==> src/rtl/temp_word_pkg.sv <==
package temp_word_pkg;

    // Width of the read word and of the temperature field.
    localparam int WORD_BITS = 16;
    localparam int TEMP_BITS = 14;
    // Bit position of the lowest temperature bit in the read word.
    localparam int TEMP_LSB = 2;
    // The two trailing bits of every read word.
    localparam logic [1:0] TAIL_BITS = 2'h3;
    // Identity pattern in the upper fourteen bits; the value is arbitrary.
    localparam logic [13:0] IDENTITY_UPPER = 14'h2a55;
    // Serial clocks in the read phase and in a whole transaction.
    localparam int READ_CLOCKS = 16;
    localparam int FRAME_CLOCKS = 32;
    // Width of the command shift register.
    localparam int CMD_BITS = 8;
    // Command codes.
    localparam logic [7:0] CMD_SHUTDOWN = 8'hff;
    localparam logic [7:0] CMD_CONVERT = 8'h00;
    // Reset value of the mode: continuous conversion.
    localparam logic RESET_SHUTDOWN = 1'b0;
    // Width of the serial clock counter.
    localparam int COUNT_BITS = 6;

endpackage

==> src/rtl/pin_sync.sv <==
`timescale 1ns/1ns
`default_nettype none

// Two-flop synchroniser for a group of pins; the first stage is read only
// by the second stage.
module pin_sync #(
    parameter int WIDTH = 1
) (
    // Clock and reset.
    input  wire logic             clk,
    input  wire logic             rst_b,
    // Pins in and their synchronised copies out.
    input  wire logic [WIDTH-1:0] pin_in,
    output logic      [WIDTH-1:0] pin_out
);

    // First stage, read by the second stage alone.
    logic [WIDTH-1:0] stage_one;

    // Both stages load every edge and clear to zero under reset.
    always_ff @(posedge clk or negedge rst_b) begin
        if (!rst_b) begin
            stage_one <= '0;
            pin_out   <= '0;
        end else begin
            stage_one <= pin_in;
            pin_out   <= stage_one;
        end
    end

endmodule

`default_nettype wire

==> src/rtl/temp_sensor_read_word.sv <==
// Functional notes
// - Temperature in D15..D2, two's complement.
// - Bits D1 and D0 always one.
// - Shutdown sends identity word instead.
// - Identity word is fixed, low bits ones.
// - Word leaves most significant bit first.
// - First bit at select low, then falling edges.
// - Transaction is 16 read, 16 write clocks.
// - Last eight bits: FF shutdown, 00 convert.
`timescale 1ns/1ns
`default_nettype none

module temp_sensor_read_word (
    // System clock and asynchronous reset.
    input  wire logic        clk,
    input  wire logic        rst_b,
    // Temperature from the converter, on the clk domain.
    input  wire logic [13:0] temp_value,
    input  wire logic        temp_valid,
    // Serial link pins from the host.
    input  wire logic        chip_sel_b,
    input  wire logic        serial_clk_in,
    // Shared data line as input, output and output enable.
    input  wire logic        data_in,
    output logic             data_out,
    output logic             data_oe,
    // Current mode, high in shutdown.
    output logic             shutdown
);

    // Released reset copy.
    logic       rst_meta;
    logic       rst_sync_b;
    // Synchronised pins: select, clock, data.
    logic [2:0] pins_sync;
    logic       sel_b_s;
    logic       sclk_s;
    logic       din_s;
    // Previous synchronised levels for edge detection.
    logic       sel_b_d;
    logic       sclk_d;
    // Stored temperature reading.
    logic [15:0] temperature_reading;
    // Output shift register and clock counter.
    logic [15:0] shift_out;
    logic [5:0]  clk_count;
    // Command shift register.
    logic [7:0]  cmd_shift;

    // Link states, one-hot.
    typedef enum logic [2:0] {
        LINK_IDLE  = 3'b001,
        LINK_READ  = 3'b010,
        LINK_WRITE = 3'b100
    } link_state_t;
    link_state_t state;
    link_state_t next_state;

    // Fixed identity word.
    wire [15:0] maker_identity_word = {temp_word_pkg::IDENTITY_UPPER,
                                       temp_word_pkg::TAIL_BITS};

    // Releases reset through two flops.
    always_ff @(posedge clk or negedge rst_b) begin
        if (!rst_b) begin
            rst_meta   <= 1'b0;
            rst_sync_b <= 1'b0;
        end else begin
            rst_meta   <= 1'b1;
            rst_sync_b <= rst_meta;
        end
    end

    // Pins pass two flops before any logic reads them.
    // Select travels inverted, so the cleared synchroniser reads as
    // deselected and no false select edge follows reset.
    pin_sync #(
        .WIDTH (3)
    ) i_pin_sync (
        .clk     (clk),
        .rst_b   (rst_sync_b),
        .pin_in  ({~chip_sel_b, serial_clk_in, data_in}),
        .pin_out (pins_sync)
    );
    assign sel_b_s = ~pins_sync[2];
    assign sclk_s  = pins_sync[1];
    assign din_s   = pins_sync[0];

    // Edge decode of the synchronised pins.
    wire sel_fall  = sel_b_d & ~sel_b_s;
    wire sel_rise  = ~sel_b_d & sel_b_s;
    wire sclk_rise = ~sclk_d & sclk_s & ~sel_b_s;
    wire sclk_fall = sclk_d & ~sclk_s & ~sel_b_s;
    // Word chosen for loading at select low.
    wire [15:0] load_word = shutdown ? maker_identity_word
                                     : temperature_reading;
    // Read phase is over once sixteen rising edges have passed.
    wire read_done = (clk_count ==
        temp_word_pkg::COUNT_BITS'(temp_word_pkg::READ_CLOCKS));
    // Counter stops at a full transaction.
    wire frame_full = (clk_count ==
        temp_word_pkg::COUNT_BITS'(temp_word_pkg::FRAME_CLOCKS));

    // Keeps delayed pin copies.
    always_ff @(posedge clk or negedge rst_sync_b) begin
        if (!rst_sync_b) begin
            sel_b_d <= 1'b1;
            sclk_d  <= 1'b0;
        end else begin
            sel_b_d <= sel_b_s;
            sclk_d  <= sclk_s;
        end
    end

    // Captures temperature; held while a frame runs so the word is stable.
    always_ff @(posedge clk or negedge rst_sync_b) begin
        if (!rst_sync_b) begin
            temperature_reading <= {14'h0000, temp_word_pkg::TAIL_BITS};
        end else if (temp_valid && state == LINK_IDLE && sel_b_s) begin
            temperature_reading <= {temp_value,
                                    temp_word_pkg::TAIL_BITS};
        end
    end

    // Next link state.
    always_comb begin
        next_state = state;
        case (state)
            LINK_IDLE: begin
                if (sel_fall) begin
                    next_state = LINK_READ;
                end
            end
            LINK_READ: begin
                if (sel_rise) begin
                    next_state = LINK_IDLE;
                end else if (read_done) begin
                    next_state = LINK_WRITE;
                end
            end
            LINK_WRITE: begin
                if (sel_rise) begin
                    next_state = LINK_IDLE;
                end
            end
            default: begin
                next_state = LINK_IDLE;
            end
        endcase
    end

    // State register.
    always_ff @(posedge clk or negedge rst_sync_b) begin
        if (!rst_sync_b) begin
            state <= LINK_IDLE;
        end else begin
            state <= next_state;
        end
    end

    // Counts rising serial clocks within a frame.
    always_ff @(posedge clk or negedge rst_sync_b) begin
        if (!rst_sync_b) begin
            clk_count <= '0;
        end else if (sel_fall) begin
            clk_count <= '0;
        end else if (sclk_rise && !frame_full) begin
            clk_count <= clk_count + 6'h01;
        end
    end

    // Loads the word at select low and shifts on falling clock.
    always_ff @(posedge clk or negedge rst_sync_b) begin
        if (!rst_sync_b) begin
            shift_out <= 16'hffff;
        end else if (sel_fall) begin
            shift_out <= load_word;
        end else if (sclk_fall && state == LINK_READ) begin
            shift_out <= {shift_out[14:0], 1'b1};
        end
    end

    // Collects command bits only in the write phase.
    always_ff @(posedge clk or negedge rst_sync_b) begin
        if (!rst_sync_b) begin
            cmd_shift <= temp_word_pkg::CMD_CONVERT;
        end else if (sel_fall) begin
            cmd_shift <= temp_word_pkg::CMD_CONVERT;
        end else if (sclk_rise && state == LINK_WRITE) begin
            cmd_shift <= {cmd_shift[6:0], din_s};
        end
    end

    // Mode update when select rises after a write phase of at least eight clocks.
    always_ff @(posedge clk or negedge rst_sync_b) begin
        if (!rst_sync_b) begin
            shutdown <= temp_word_pkg::RESET_SHUTDOWN;
        end else if (sel_rise && state == LINK_WRITE
                     && clk_count > 6'(temp_word_pkg::READ_CLOCKS
                                       + temp_word_pkg::CMD_BITS - 1)) begin
            if (cmd_shift == temp_word_pkg::CMD_SHUTDOWN) begin
                shutdown <= 1'b1;
            end else if (cmd_shift == temp_word_pkg::CMD_CONVERT) begin
                shutdown <= 1'b0;
            end
        end
    end

    // Drives the line during the read phase; MSB of the shifter goes out.
    always_ff @(posedge clk or negedge rst_sync_b) begin
        if (!rst_sync_b) begin
            data_out <= 1'b1;
            data_oe  <= 1'b0;
        end else begin
            data_out <= sel_fall ? load_word[15] : shift_out[15];
            data_oe  <= (next_state == LINK_READ);
        end
    end

    // Checks.
    bit_tail_a: assert property (@(posedge clk) disable iff (!rst_sync_b)
        (state == LINK_READ && clk_count == 6'd14 && sclk_fall)
        |=> ##1 data_out)
        else $error("tail bit not one");
    id_word_a: assert property (@(posedge clk) disable iff (!rst_sync_b)
        (sel_fall && shutdown) |=> shift_out
        == {temp_word_pkg::IDENTITY_UPPER, 2'b11})
        else $error("identity word not loaded");
    temp_word_a: assert property (@(posedge clk) disable iff (!rst_sync_b)
        (sel_fall && !shutdown) |=> shift_out[15:2]
        == $past(temperature_reading[15:2]))
        else $error("temperature word not loaded");
    first_bit_a: assert property (@(posedge clk) disable iff (!rst_sync_b)
        sel_fall |=> data_oe && data_out == $past(load_word[15]))
        else $error("first bit not driven");
    msb_shift_a: assert property (@(posedge clk) disable iff (!rst_sync_b)
        (sclk_fall && state == LINK_READ && !sel_rise)
        |=> shift_out[15] == $past(shift_out[14]))
        else $error("shift order wrong");
    phase_end_a: assert property (@(posedge clk) disable iff (!rst_sync_b)
        (state == LINK_READ && read_done && !sel_rise)
        |=> state == LINK_WRITE ##1 !data_oe)
        else $error("read phase did not end");
    read_cmd_a: assert property (@(posedge clk) disable iff (!rst_sync_b)
        (state == LINK_READ) |=> $stable(cmd_shift) || $past(sel_fall))
        else $error("command moved in read phase");
    cmd_off_a: assert property (@(posedge clk) disable iff (!rst_sync_b)
        (sel_rise && state == LINK_WRITE && clk_count >= 6'd24
         && cmd_shift == 8'hff) |=> shutdown)
        else $error("shutdown not taken");
    idle_hiz_a: assert property (@(posedge clk) disable iff (!rst_sync_b)
        (state == LINK_IDLE && sel_b_s) |=> !data_oe)
        else $error("line driven while idle");

endmodule

`default_nettype wire

==> config.mk <==
export PLATFORM = sky130hd
export DESIGN_NAME = temp_sensor_read_word
export DESIGN_NICKNAME = d
export VERILOG_FILES = /design/src/rtl/temp_word_pkg.sv /design/src/rtl/pin_sync.sv /design/src/rtl/temp_sensor_read_word.sv
export SDC_FILE = /design/constraint.sdc
export NUM_CORES = 1
export LEC_CHECK = 0
export ABC_AREA = 0
export BUFFER_PORTS_ARGS = -buffer_cell sky130_fd_sc_hd__buf_2
export CORE_AREA = 4 4 90 92
export CTS_BUF_LIST = sky130_fd_sc_hd__clkbuf_4 sky130_fd_sc_hd__clkbuf_8 sky130_fd_sc_hd__clkbuf_16
export CTS_CLUSTER_DIAMETER = 40
export DETAILED_ROUTE_END_ITERATION = 7
export DIE_AREA = 0 0 94 96
export HOLD_SLACK_MARGIN = 0.02
export SLEW_MARGIN = 0
export SYNTH_ARGS = -nofsm -noshare
export SYNTH_HDL_FRONTEND = slang
export SYNTH_SLANG_ARGS = --single-unit
==> constraint.sdc <==
create_clock -name clk -period 2.2 [get_ports clk]
set_input_delay 0.11 -clock clk [delete_from_list [all_inputs] [get_ports clk]]
set_output_delay 0.11 -clock clk [all_outputs]
set_load 0.03 [all_outputs]
After elaboration in Yosys (flattened, before gate mapping)
Index checks and enable logic that the tools add are counted.
W data, S select, Z words.
Word-level totals
  register bits: 60
  input bits: 20
  output and inout bits: 3
  word-level logic and storage cells: 63
Cells by class
  add/sub/neg operators: 1
  magnitude comparators: 1
  eq/ne operators: 7
  multiplexer cells: 15
  bitwise logic cells: 11
  reductions and logical operators: 14
Operator list (count)
  $mux W16: 3
  $mux W8: 2
  $mux W3: 4
  $mux W6: 2
  $pmux W3 S3: 1
  $eq A8 B8 Y1 const B: 1
  $logic_not A8 Y1: 1
  $reduce_bool A2 Y1: 4
  $logic_and A1 B1 Y1: 7
  $add A6 B1 Y6 const B: 1
  $and A1 B1 Y1: 6
  $eq A3 B2 Y1 const B: 2
  $eq A6 B5 Y1 const B: 1
  $eq A6 B6 Y1 const B: 1
  $gt A6 B5 Y1 const B: 1
  $not A1 Y1: 5
  $eq A3 B1 Y1 const B: 1
  $eq A3 B3 Y1 const B: 1
  $mux W1: 3
  $reduce_and A2 Y1: 1
  $logic_not A1 Y1: 1

Depth between registers and ports, before layout
Gate-level depths: netlist (run 1).
  word-level depth: 6
  mapped depth: 6
  depth with buffers taken out: 6

Cells and area by module
From an unflattened synthesis (run 1), not the netlist that was laid out.
Second synthesis, totals
  cells, all modules: 199
  area, all modules: 2504.9 µm²
By module, submodules not included
  temp_sensor_read_word: times used 1, cells an instance 193, area each 2354.8 µm², seq. area each 1322.5 µm²
  pin_sync: times used 1, cells an instance 6, area each 150.1 µm², seq. area each 150.1 µm²

Least setup slack after synthesis (run 1)
Ideal clock, no wire load.
  path type: register to register
  start: register clk_count[0]
  end: register state[2]
  setup time: 94 ps
  arrival time: 1474 ps
  data required time: 2106 ps
  setup slack: 632 ps
  cell stages (with the launch flop): 7
  path buffers: 0
  clock period less this slack: 1568 ps
  cells stage by stage: dfrtp_1 inv_1 ha_1 nor3b_1 nand3b_1 or3b_1 a211oi_1
On the way
  longest elaborated chain between the ends: 4
RTL lines
  from (decl): RTL line temp_sensor_read_word.sv:46  | logic [5:0] clk_count;
  from (signal assigned): RTL line temp_sensor_read_word.sv:168  | clk_count <= clk_count + 6'h01;
  $eq A6 B5 Y1: RTL line temp_sensor_read_word.sv:98  | wire read_done = (clk_count ==
  $mux W3: RTL line temp_sensor_read_word.sv:137  | end else if (read_done) begin
  $mux W3: RTL line temp_sensor_read_word.sv:135  | if (sel_rise) begin
  $pmux W3 S3: RTL line temp_sensor_read_word.sv:128  | case (state)
  named net next_state[2]: RTL line temp_sensor_read_word.sv:57  | link_state_t next_state;
  to (signal assigned): RTL line temp_sensor_read_word.sv:157  | state <= next_state;
  to (decl): RTL line temp_sensor_read_word.sv:56  | link_state_t state;
The timed path passes the listed nets, and every way through them passes these cells.
A chain may end at the register's enable or synchronous reset.

Final worst setup path (run 1)
  start: register state[0]
  end: register temperature_reading[7]
On the way
  longest elaborated chain between the ends: 3
RTL lines
  $eq A3 B1 Y1: RTL line temp_sensor_read_word.sv:119  | end else if (temp_valid && state == LINK_IDLE && sel_b_s) begin
  $logic_and A1 B1 Y1 (2 in a row): RTL line temp_sensor_read_word.sv:119
  to (signal assigned): RTL line temp_sensor_read_word.sv:118  | temperature_reading <= {14'h0000, temp_word_pkg::TAIL_BITS};
  to (signal assigned): RTL line temp_sensor_read_word.sv:120  | temperature_reading <= {temp_value,
  to (decl): RTL line temp_sensor_read_word.sv:43  | logic [15:0] temperature_reading;
No other way between the ends.

==> results of run 1 <==
[flip-flops by register name (all words and copies together) (netlist names), 3 cells and up]
signal	flops
i_pin_sync.stage_one	3
i_pin_sync.pin_out	3
shift_out	14
temperature_reading	14
clk_count	6
cmd_shift	8
state	3
[logic make-up after synthesis]
group	count (synthesis)	synth area share, %
mux	36	15.1
xor+xnor	4	1.40
buf+inv	15	3.00
simple gates	57	14.6
flops	58	58.8
fa+ha+maj	2	0.999
compound gates	27	5.99
other cells	1	0.150
[area by class of cell]
class | instances | area [um2]
clock buffer | 12 | 153
clock inverter | 3 | 40.0
fill | 711 | 4120
inverter | 6 | 22.5
multi-input combinational | 127 | 957
sequential | 58 | 1470
tap | 99 | 124
timing repair buffer | 43 | 325
[Yosys cell counts, drive strengths merged]
| cell | count |
|---|---|
| a31o | 1 |
| a211oi | 2 |
| buf | 3 |
| o21ai | 9 |
| and3b | 1 |
| nor4 | 2 |
| nand3b | 9 |
| a21oi | 12 |
| dfrtp | 41 |
| and2 | 1 |
| xnor2 | 3 |
| nand3 | 1 |
| a31oi | 1 |
| nor3 | 9 |
| nand4 | 5 |
| or3b | 1 |
| mux2 | 14 |
| nand4b | 1 |
| o211ai | 1 |
| or3 | 1 |
| inv | 6 |
| nand2b | 1 |
| o31ai | 1 |
| ha | 2 |
| nor2 | 18 |
| mux2i | 22 |
| clkbuf | 6 |
| nand2 | 3 |
| nor3b | 2 |
| xor2 | 1 |
| dfstp | 17 |
| conb | 1 |
| and2b | 1 |
| or4b | 1 |
[through the flow]
stage	instances	area, um2	util [%]
after global routing	348	3100	42.9
after floorplan	200	2500	-
after CTS	348	3100	42.9
after detailed placement	315	2720	37.7
final	348	3100	42.9
after global placement	315	2720	37.7
[where the power goes]
group          internal [W]  switching (W)  leakage [nW]
sequential          0.00126      0.0000946         0.696
combinational      0.000163       0.000123         0.599
clock              0.000569       0.000395         0.103
total               0.00199       0.000613          1.40
[repair_timing]
item	4_1_cts	5_1_grt
hold buffers	18	0
gates resized for setup	0	0
hold endpoints to repair	19	0
[worst min path at each step]
stage                      from  slack (ns)  cells past startpoint              endpoint
after floorplan           rst_b       -0.19                      0    rst_meta$_DFF_PN0_
after global placement    rst_b       -0.11                      1    rst_meta$_DFF_PN0_
after detailed placement  rst_b       -0.10                      1    rst_meta$_DFF_PN0_
after CTS                 rst_b        0.07                      2  rst_sync_b$_DFF_PN0_
after global routing      rst_b        0.11                      2    rst_meta$_DFF_PN0_
final                     rst_b         0.1                      2  rst_sync_b$_DFF_PN0_
[metal layers]
layer | vias up | track usage [%] | share of wire (%)
li1 | 793 | - | -
met1 | 796 | 15.3 | 49
met2 | 31 | 16.7 | 45
met3 | 11 | 2.66 | 3.7
met4 | 0 | 7.70 | 2.3
met5 | - | 0 | 0
==> flow_summary.toml, run 1 <==
[run_status]
outcome = "complete, no violations"

[setup_path]
critPathLaunch = "state[0]$_DFF_PN1_"
cp_top_family = "flip-flops"
critical_path_cell_count = 3
cp.required_ns = 2.41
worstPathCellList = "nor3b_2 > nand3_2 > mux2_2"
ff2ff_setup_slack_ns = 0.51
worstPathArrival_ns = 1.90
cp-endpoint = "temperature_reading[7]$_DFFE_PN0P_"
rr_worst_depth = 3
worstReg2RegStart = "state[0]$_DFF_PN1_"
critPathKind = "flop to flop"
reg2reg_to = "temperature_reading[7]$_DFFE_PN0P_"
cpPeakStageDelay_ns = 0.61
end_kind = "flop"
path_buf_inv = 0
crit_fanout = 14
start_kind = "flop"
cp_slowest_cell = "dfstp_2"

[clock_tree]
htree_levels = 3
cts_buffers = 9
cts_root_buf = "clkbuf_8"
cts.clk_slew.worst_paths_ns = 0.06
clock_latency_ns = 0.33
cts_buffer_depth = 2
cts_sinks = 58
cts_setup_buffers = 0
cts_tree = "yes"

[synthesis]
ys_seq_area_share_pct = 58.8
yosys.area.top_type_share_pct = 41.0
synth_warnings = 0
syn_inst = 200
yosysUniqueCellTypes = 38
syn_avg_cell_area_um2 = 12.5
yosysTopAreaCell = "dfrtp_1"
synth_seq_cells = 58
synthesis.area_um2 = 2500
synth_fp_nets = 222
ys_top_cells_by_area = "dfrtp_1 (41%), dfstp_2 (18%), mux2i_1 (8.8%)"

[timing]
finalSetupViolations = 0
finalHoldViolCount = 0
relSlewSlack_pct = 56.6
rsz0062_at_grt = "no"
period_share_pct = 76.9
holdWs_ns = 0.0971
fmaxAchievable_mhz = 591
fin_ws_ns = 0.509
period_minus_slack_ns = 1.69
finalClockSkew_ns = 0.00530
drv_slew = 0
tightest_slew_ns = 0.652
tns_ns = 0

[floorplanning]
io_pins = 23
die_w_um = 94
start_util_pct = 34.7
fp-row-count = 31
die_height_um = 96
fp.dieArea_um2 = 9020
core_area_um2 = 7210

[cells_and_area]
nNetsFinal = 267
final_common_cell = "dfrtp_1"
antenna_cells = 0
syn2layout_area_growth_pct = 23.6
final_cell_mix = "dfrtp_1 (40), mux2i_1 (22), buf_2 (22), nor2_1 (18), dlygate4sd3_1 (18)"
drive_above_1_share_pct = 31.7

[routing]
wl_per_cell_um = 12.6
dr.pass1.iters = 4
drtAntennaViolNets = 0
post-route-drc-count = 0
wl_um = 4400
vias = 1631
vias_per_cell = 4.69
drt_iter0_markers = 57

[global_route]
grt_max_degree = 30
grt_pass1_vias = 1684
track_usage_pct = 11.5
grt_overflow = 0
grt_pass1_wl_um = 7930
antenna_found_initial = 0

[placed_design]
dp_hpwl_um = 2900
pre_cts_ws_ns = 0.480
place.gp.congestion = 0.739
io_buffers = 22

[pwr]
p_leak_nw = 1.40
total_power_w = 0.00261
power.density_nw_per_um2 = 842
ir_worst_vdd_uv = 432

[job]
cap_violations = 0

[min_path]
hold_class = "input port to async pin"
No activity file was read; power rests on OpenSTA's default activity.
==> run 2, diff against run 1 <==
- ABC_AREA: 0 -> 1
- CORE_AREA: 4 4 90 92 -> 4 4 92 94
- DIE_AREA: 0 0 94 96 -> 0 0 96 98
- clock period: 2.2 -> 1.45 ns (I/O delays scaled with it)
==> flow_summary.toml, run 2 <==
[pwr]
p_leak_nw = 1.62
p_comb_share_pct = 18.7
swShare_pct = 27.8
power.switching_w = 0.00137
power.density_nw_per_um2 = 1490
ir_worst_vdd_uv = 961
internal_power_w = 0.00356
seqPwrFrac_pct = 47.6
p_clk_share_pct = 33.6

[routing]
drt_iter0_markers = 108
route.met3.wl_um = 151
vias = 2055
post-route-drc-count = 0
drtAntennaViolNets = 0
vias_per_cell = 4.55
wl_um = 5160
wl_met1_um = 2590
wl_per_cell_um = 11.4
topRoutingLayerUsed = "met4"
dr.pass1.iters = 4
wl_met2_um = 2300

[cells_and_area]
largestRegisters = "shift_out x14, temperature_reading x14, cmd_shift x8"
drive_above_1_share_pct = 25.4
multi_input_area_um2 = 952
instances_no_fill = 452
nNetsFinal = 367
final_common_cell = "nand2_1"
final_cell_mix = "nand2_1 (60), nand3_1 (41), dfrtp_1 (40), inv_1 (33), buf_2 (22)"
seq_area_um2 = 1470
antenna_cells = 0
syn2layout_area_growth_pct = 27.3
fill_cells = 735

[placed_design]
dp_hpwl_um = 3470
io_buffers = 22
dp.cells = 418
place.gp.congestion = 0.793

[synthesis]
synth-main-ff-cell = "dfrtp_1"
ys_seq_area_share_pct = 56.6
synth_xor_area_share_pct = 1.01
synth_edf_count = 0
synth-compound-area-share_pct = 6.73
synthAdderAreaFrac_pct = 0.962
yosys.area.top_type_share_pct = 39.4
yosys.area_share.simple_pct = 27.2
yosysTopAreaCell = "dfrtp_1"
synth_seq_cells = 58
synthTopCellsByCount = "nand2_1 (61), dfrtp_1 (41), nand3_1 (41), inv_1 (34), nor2_1 (25)"
synthesis.area_um2 = 2600
synth_warnings = 0
synth.most_common_cell = "nand2_1"
synth.area.mux_share_pct = 0
syn_inst = 290
synth_top_family_by_area = "simple AND/OR/NAND/NOR gates"
async_flop_share_pct = 100
synth_fp_nets = 312
syn_avg_cell_area_um2 = 8.97
yosysUniqueCellTypes = 25
ys_top_cells_by_area = "dfrtp_1 (39%), dfstp_2 (17%), nand2_1 (8.8%)"

[floorplanning]
start_util_pct = 34.0
core_area_um2 = 7650
fp.dieArea_um2 = 9410
io_pins = 23
die_height_um = 98
fp-row-count = 32
die_w_um = 96

[clock_tree]
htree_levels = 3
cts_buffer_depth = 2
cts_root_buf = "clkbuf_8"
cts.clk_slew.worst_paths_ns = 0.07
cts_tree = "yes"
clock_latency_ns = 0.33
cts_buffers = 9
cts_sinks = 58

[setup_path]
crit_fanout = 28
end_kind = "flop"
ff2ff_setup_slack_ns = 0.08
worstPathArrival_ns = 1.58
rr_worst_depth = 6
worstReg2RegStart = "state[0]$_DFF_PN1_"
critPathKind = "flop to flop"
start_kind = "flop"
reg2reg_to = "temperature_reading[11]$_DFFE_PN0P_"
cp.required_ns = 1.66

[global_route]
grt_pass1_vias = 1916
grt_pass1_wl_um = 8830
grt_max_degree = 37
track_usage_pct = 12.1
grt_overflow = 0
antenna_found_initial = 0

[timing]
finalHoldViolCount = 0
finalClockSkew_ns = 0.00800
fmaxAchievable_mhz = 731
drv_slew = 0
period_share_pct = 94.4
tns_ns = 0
rsz0062_at_grt = "no"
period_minus_slack_ns = 1.37
finalSetupViolations = 0

[job]
cap_violations = 0

[run_status]
outcome = "complete, no violations"

[min_path]
hold_class = "input port to async pin"
run 2: cell count changes after synthesis, moves of 4 or more:
cell,delta
nand4_1,+10
mux2_2,-14
o21ai_1,+5
nand2_1,+58
nor2_1,+7
o21ai_2,+4
inv_1,+28
mux2i_1,-22
nor3_1,-7
nand3_1,+41
nand3b_1,-9
run 2: metrics by stage:
step           hold WS [ns]  setup WS (ns)  cell area, um2  power, W  utilization, %
2_1_floorplan        -0.223         0.0744            2600   0.00302               -
3_3_place_gp         -0.142          0.127            2890   0.00325            37.8
3_5_place_dp         -0.139         0.0680            2890   0.00328            37.8
4_1_cts              0.0316         0.0612            3300   0.00499            43.1
5_1_grt              0.0615        0.00361            3310   0.00523            43.3
6_report             0.0602         0.0813            3310   0.00493            43.3
run 2: what timing repair did:
action | 4_1_cts | 5_1_grt
buffers inserted | 0 | 0
hold buffers | 18 | 0
gates resized for setup | 0 | 7
endpoints found under the setup margin | 0 | 10
endpoints found under the hold margin | 19 | 0
run 2: power groups by stage:
stage               Combinational (W)  Clock [W]  Sequential [W]
finish                       0.000924    0.00166         0.00235
global route                  0.00106    0.00177         0.00240
CTS                          0.000935    0.00170         0.00235
detailed placement           0.000898          0         0.00238
global placement             0.000873          0         0.00237
floorplan                    0.000622          0         0.00239
run 2: worst max-delay path by stage:
stage                       start                                  end  cells past startpoint
2_1_floorplan  state[0]$_DFF_PN1_   temperature_reading[3]$_DFFE_PN0P_                      6
4_1_cts        state[2]$_DFF_PN0_             cmd_shift[5]$_DFFE_PN0P_                      7
6_report       state[0]$_DFF_PN1_  temperature_reading[11]$_DFFE_PN0P_                      6
3_3_place_gp   state[2]$_DFF_PN0_             cmd_shift[4]$_DFFE_PN0P_                      7
5_1_grt        state[0]$_DFF_PN1_   temperature_reading[4]$_DFFE_PN0P_                      6
3_5_place_dp   state[2]$_DFF_PN0_             cmd_shift[5]$_DFFE_PN0P_                      7
run 2: cell families after synthesis:
group | after synthesis
AOI/OAI and AO/OA | 32
xor gates and xnor gates | 3
adders and majority gates | 2
buffers and inverters | 45
DFF | 58
other | 1
and+or+nand+nor | 149
run 2: cell type report:
cell class	count	share of cell area, %
tap	102	3.85
clock buffer	11	4.38
multi-input combinational	187	28.7
clock inverter	5	2.34
sequential	58	44.5
timing repair buffer	53	12.1
inverter	36	4.08
run 2: layer usage:
layer  up-vias  GRT usage [%]
li1       1054              -
met2        29           16.9
met5         -              0
met1       963           17.1
met3         9           3.54
met4         0           5.58
run 2: critical path, cell delays in order, from the launching register on:
cell and delay [ns]:
dfstp_2 0.58, inv_1 0.08, nor3_4 0.16, nand3_2 0.11
buf_12 0.18, nor2_1 0.09, a21oi_1 0.04
==> run 3, diff against run 2 <==
==> constraint.sdc (replaced) <==
create_clock -name clk -period 1.45 [get_ports clk]
set_input_delay 0.29 -clock clk [delete_from_list [all_inputs] [get_ports clk]]
set_output_delay 0.29 -clock clk [all_outputs]
set_load 0.03 [all_outputs]
==> flow_summary.toml, run 3 (synthesized netlist as in run 2, its figures left out) <==
[run_status]
outcome = "complete, no violations"

[clock_tree]
cts_root_buf = "clkbuf_8"
cts_buffer_depth = 2
htree_levels = 3
cts_buffers = 9
cts_tree = "yes"
clock_latency_ns = 0.33
cts.clk_slew.worst_paths_ns = 0.07
cts_sinks = 58

[routing]
vias_per_cell = 4.62
post-route-drc-count = 0
drtAntennaViolNets = 0
wl_per_cell_um = 11.4
vias = 2009
wl_um = 4960
dr.pass1.iters = 4
drt_iter0_markers = 82

[floorplanning]
fp.dieArea_um2 = 9410
fp-row-count = 32
die_w_um = 96
start_util_pct = 34.0
io_pins = 23
die_height_um = 98
core_area_um2 = 7650

[placed_design]
place.gp.congestion = 0.793
dp_hpwl_um = 3470
dp.cells = 418
io_buffers = 22
dpl_cell_area_um2 = 2890

[setup_path]
end_kind = "flop"
critPathKind = "flop to flop"
start_kind = "flop"
cp_top_family = "flip-flops"
worstPathCellList = "inv_1 > nor3_4 > nand3_2 > buf_12 > nor2_1 > a21oi_1"
crit_fanout = 28
worstPathArrival_ns = 1.58
cp_slowest_cell = "dfstp_2"
cp.required_ns = 1.66
cpPeakStageDelay_ns = 0.58
path_buf_inv = 2
ff2ff_setup_slack_ns = 0.08

[pwr]
internal_power_w = 0.00353
swShare_pct = 27.8
p_comb_share_pct = 18.1
seqPwrFrac_pct = 48.0
p_leak_nw = 1.55
p_clk_share_pct = 33.9
power.switching_w = 0.00136
ir_worst_vdd_uv = 949
power.density_nw_per_um2 = 1560

[cells_and_area]
antenna_cells = 0
final_cell_mix = "nand2_1 (60), nand3_1 (41), dfrtp_1 (40), inv_1 (33), buf_2 (22)"
final_common_cell = "nand2_1"
syn2layout_area_growth_pct = 20.8
drive_above_1_share_pct = 26.7
largestRegisters = "shift_out x14, temperature_reading x14, cmd_shift x8"
fill_cells = 760
instances_no_fill = 435
postLayoutCellArea_um2 = 3140
nNetsFinal = 350

[global_route]
grt_pass1_vias = 1824
grt_max_degree = 37
grt_pass1_wl_um = 8420
antenna_found_initial = 0
track_usage_pct = 11.6
grt_overflow = 0

[timing]
tns_ns = 0
finalHoldViolCount = 0
period_minus_slack_ns = 1.37
drv_slew = 0
finalSetupViolations = 0
finalClockSkew_ns = 0.00770
fmaxAchievable_mhz = 730
holdWs_ns = 0.0610
rsz0062_at_grt = "no"
period_share_pct = 94.5

[min_path]
hold_class = "input port to flop"

[job]
cap_violations = 0
[run 3: cell types whose count changed in the layout (fill, tap and decap cells not counted)]
cell,before,now
dlygate4sd3_1,18,1
[run 3: area by class of cell]
type	count	area, um2	share of cell area, %
Tap cell	102	128	4.06
Sequential cell	58	1470	46.9
Clock buffer	11	145	4.62
Clock inverter	5	77.6	2.47
Inverter	36	135	4.30
Multi-Input combinational cell	187	952	30.3
Timing Repair Buffer	36	230	7.33
[run 3: timing repair]
action,4_1_cts,5_1_grt
hold endpoints to repair,2,0
hold buffers,1,0
setup endpoints to repair,0,10
gates resized for setup,0,7
buffers inserted,0,0
[run 3: through the flow]
step	power, W	setup WS (ns)	utilization (%)
floorplan	0.00302	0.0744	-
global placement	0.00325	0.127	37.8
detailed placement	0.00328	0.0680	37.8
CTS	0.00496	0.0612	40.9
global route	0.00519	0.000971	41.1
finish	0.00490	0.0803	41.1
[run 3: path summary, 6_finish.rpt]
path                                           start                                  end  cells past startpoint
worst min-delay path                   serial_clk_in    i_pin_sync.stage_one[1]$_DFF_PN0_                      1
max in group asynchronous       rst_sync_b$_DFF_PN0_            shift_out[12]$_DFFE_PN1P_                      1
worst max-delay path              state[0]$_DFF_PN1_  temperature_reading[11]$_DFFE_PN0P_                      6
worst min register to register  rst_sync_b$_DFF_PN0_             cmd_shift[4]$_DFFE_PN0P_                      1
min in group asynchronous       rst_sync_b$_DFF_PN0_             cmd_shift[4]$_DFFE_PN0P_                      1
worst max register to register    state[0]$_DFF_PN1_  temperature_reading[11]$_DFFE_PN0P_                      6
[run 3: power groups by stage]
| stage | clock (W) | combinational (W) | sequential, W |
|---|---|---|---|
| after floorplan | 0 | 0.000622 | 0.00239 |
| after global placement | 0 | 0.000873 | 0.00237 |
| after detailed placement | 0 | 0.000898 | 0.00238 |
| after CTS | 0.00170 | 0.000900 | 0.00235 |
| after global routing | 0.00177 | 0.00102 | 0.00240 |
| final | 0.00166 | 0.000887 | 0.00235 |
[run 3: layer usage]
metal	part of all wire [%]	wire, um	GRT usage (%)
met1	49	2430	16.4
met3	4.1	205	3.47
met5	0	0	0
met2	45	2210	15.9
met4	2.4	117	5.58
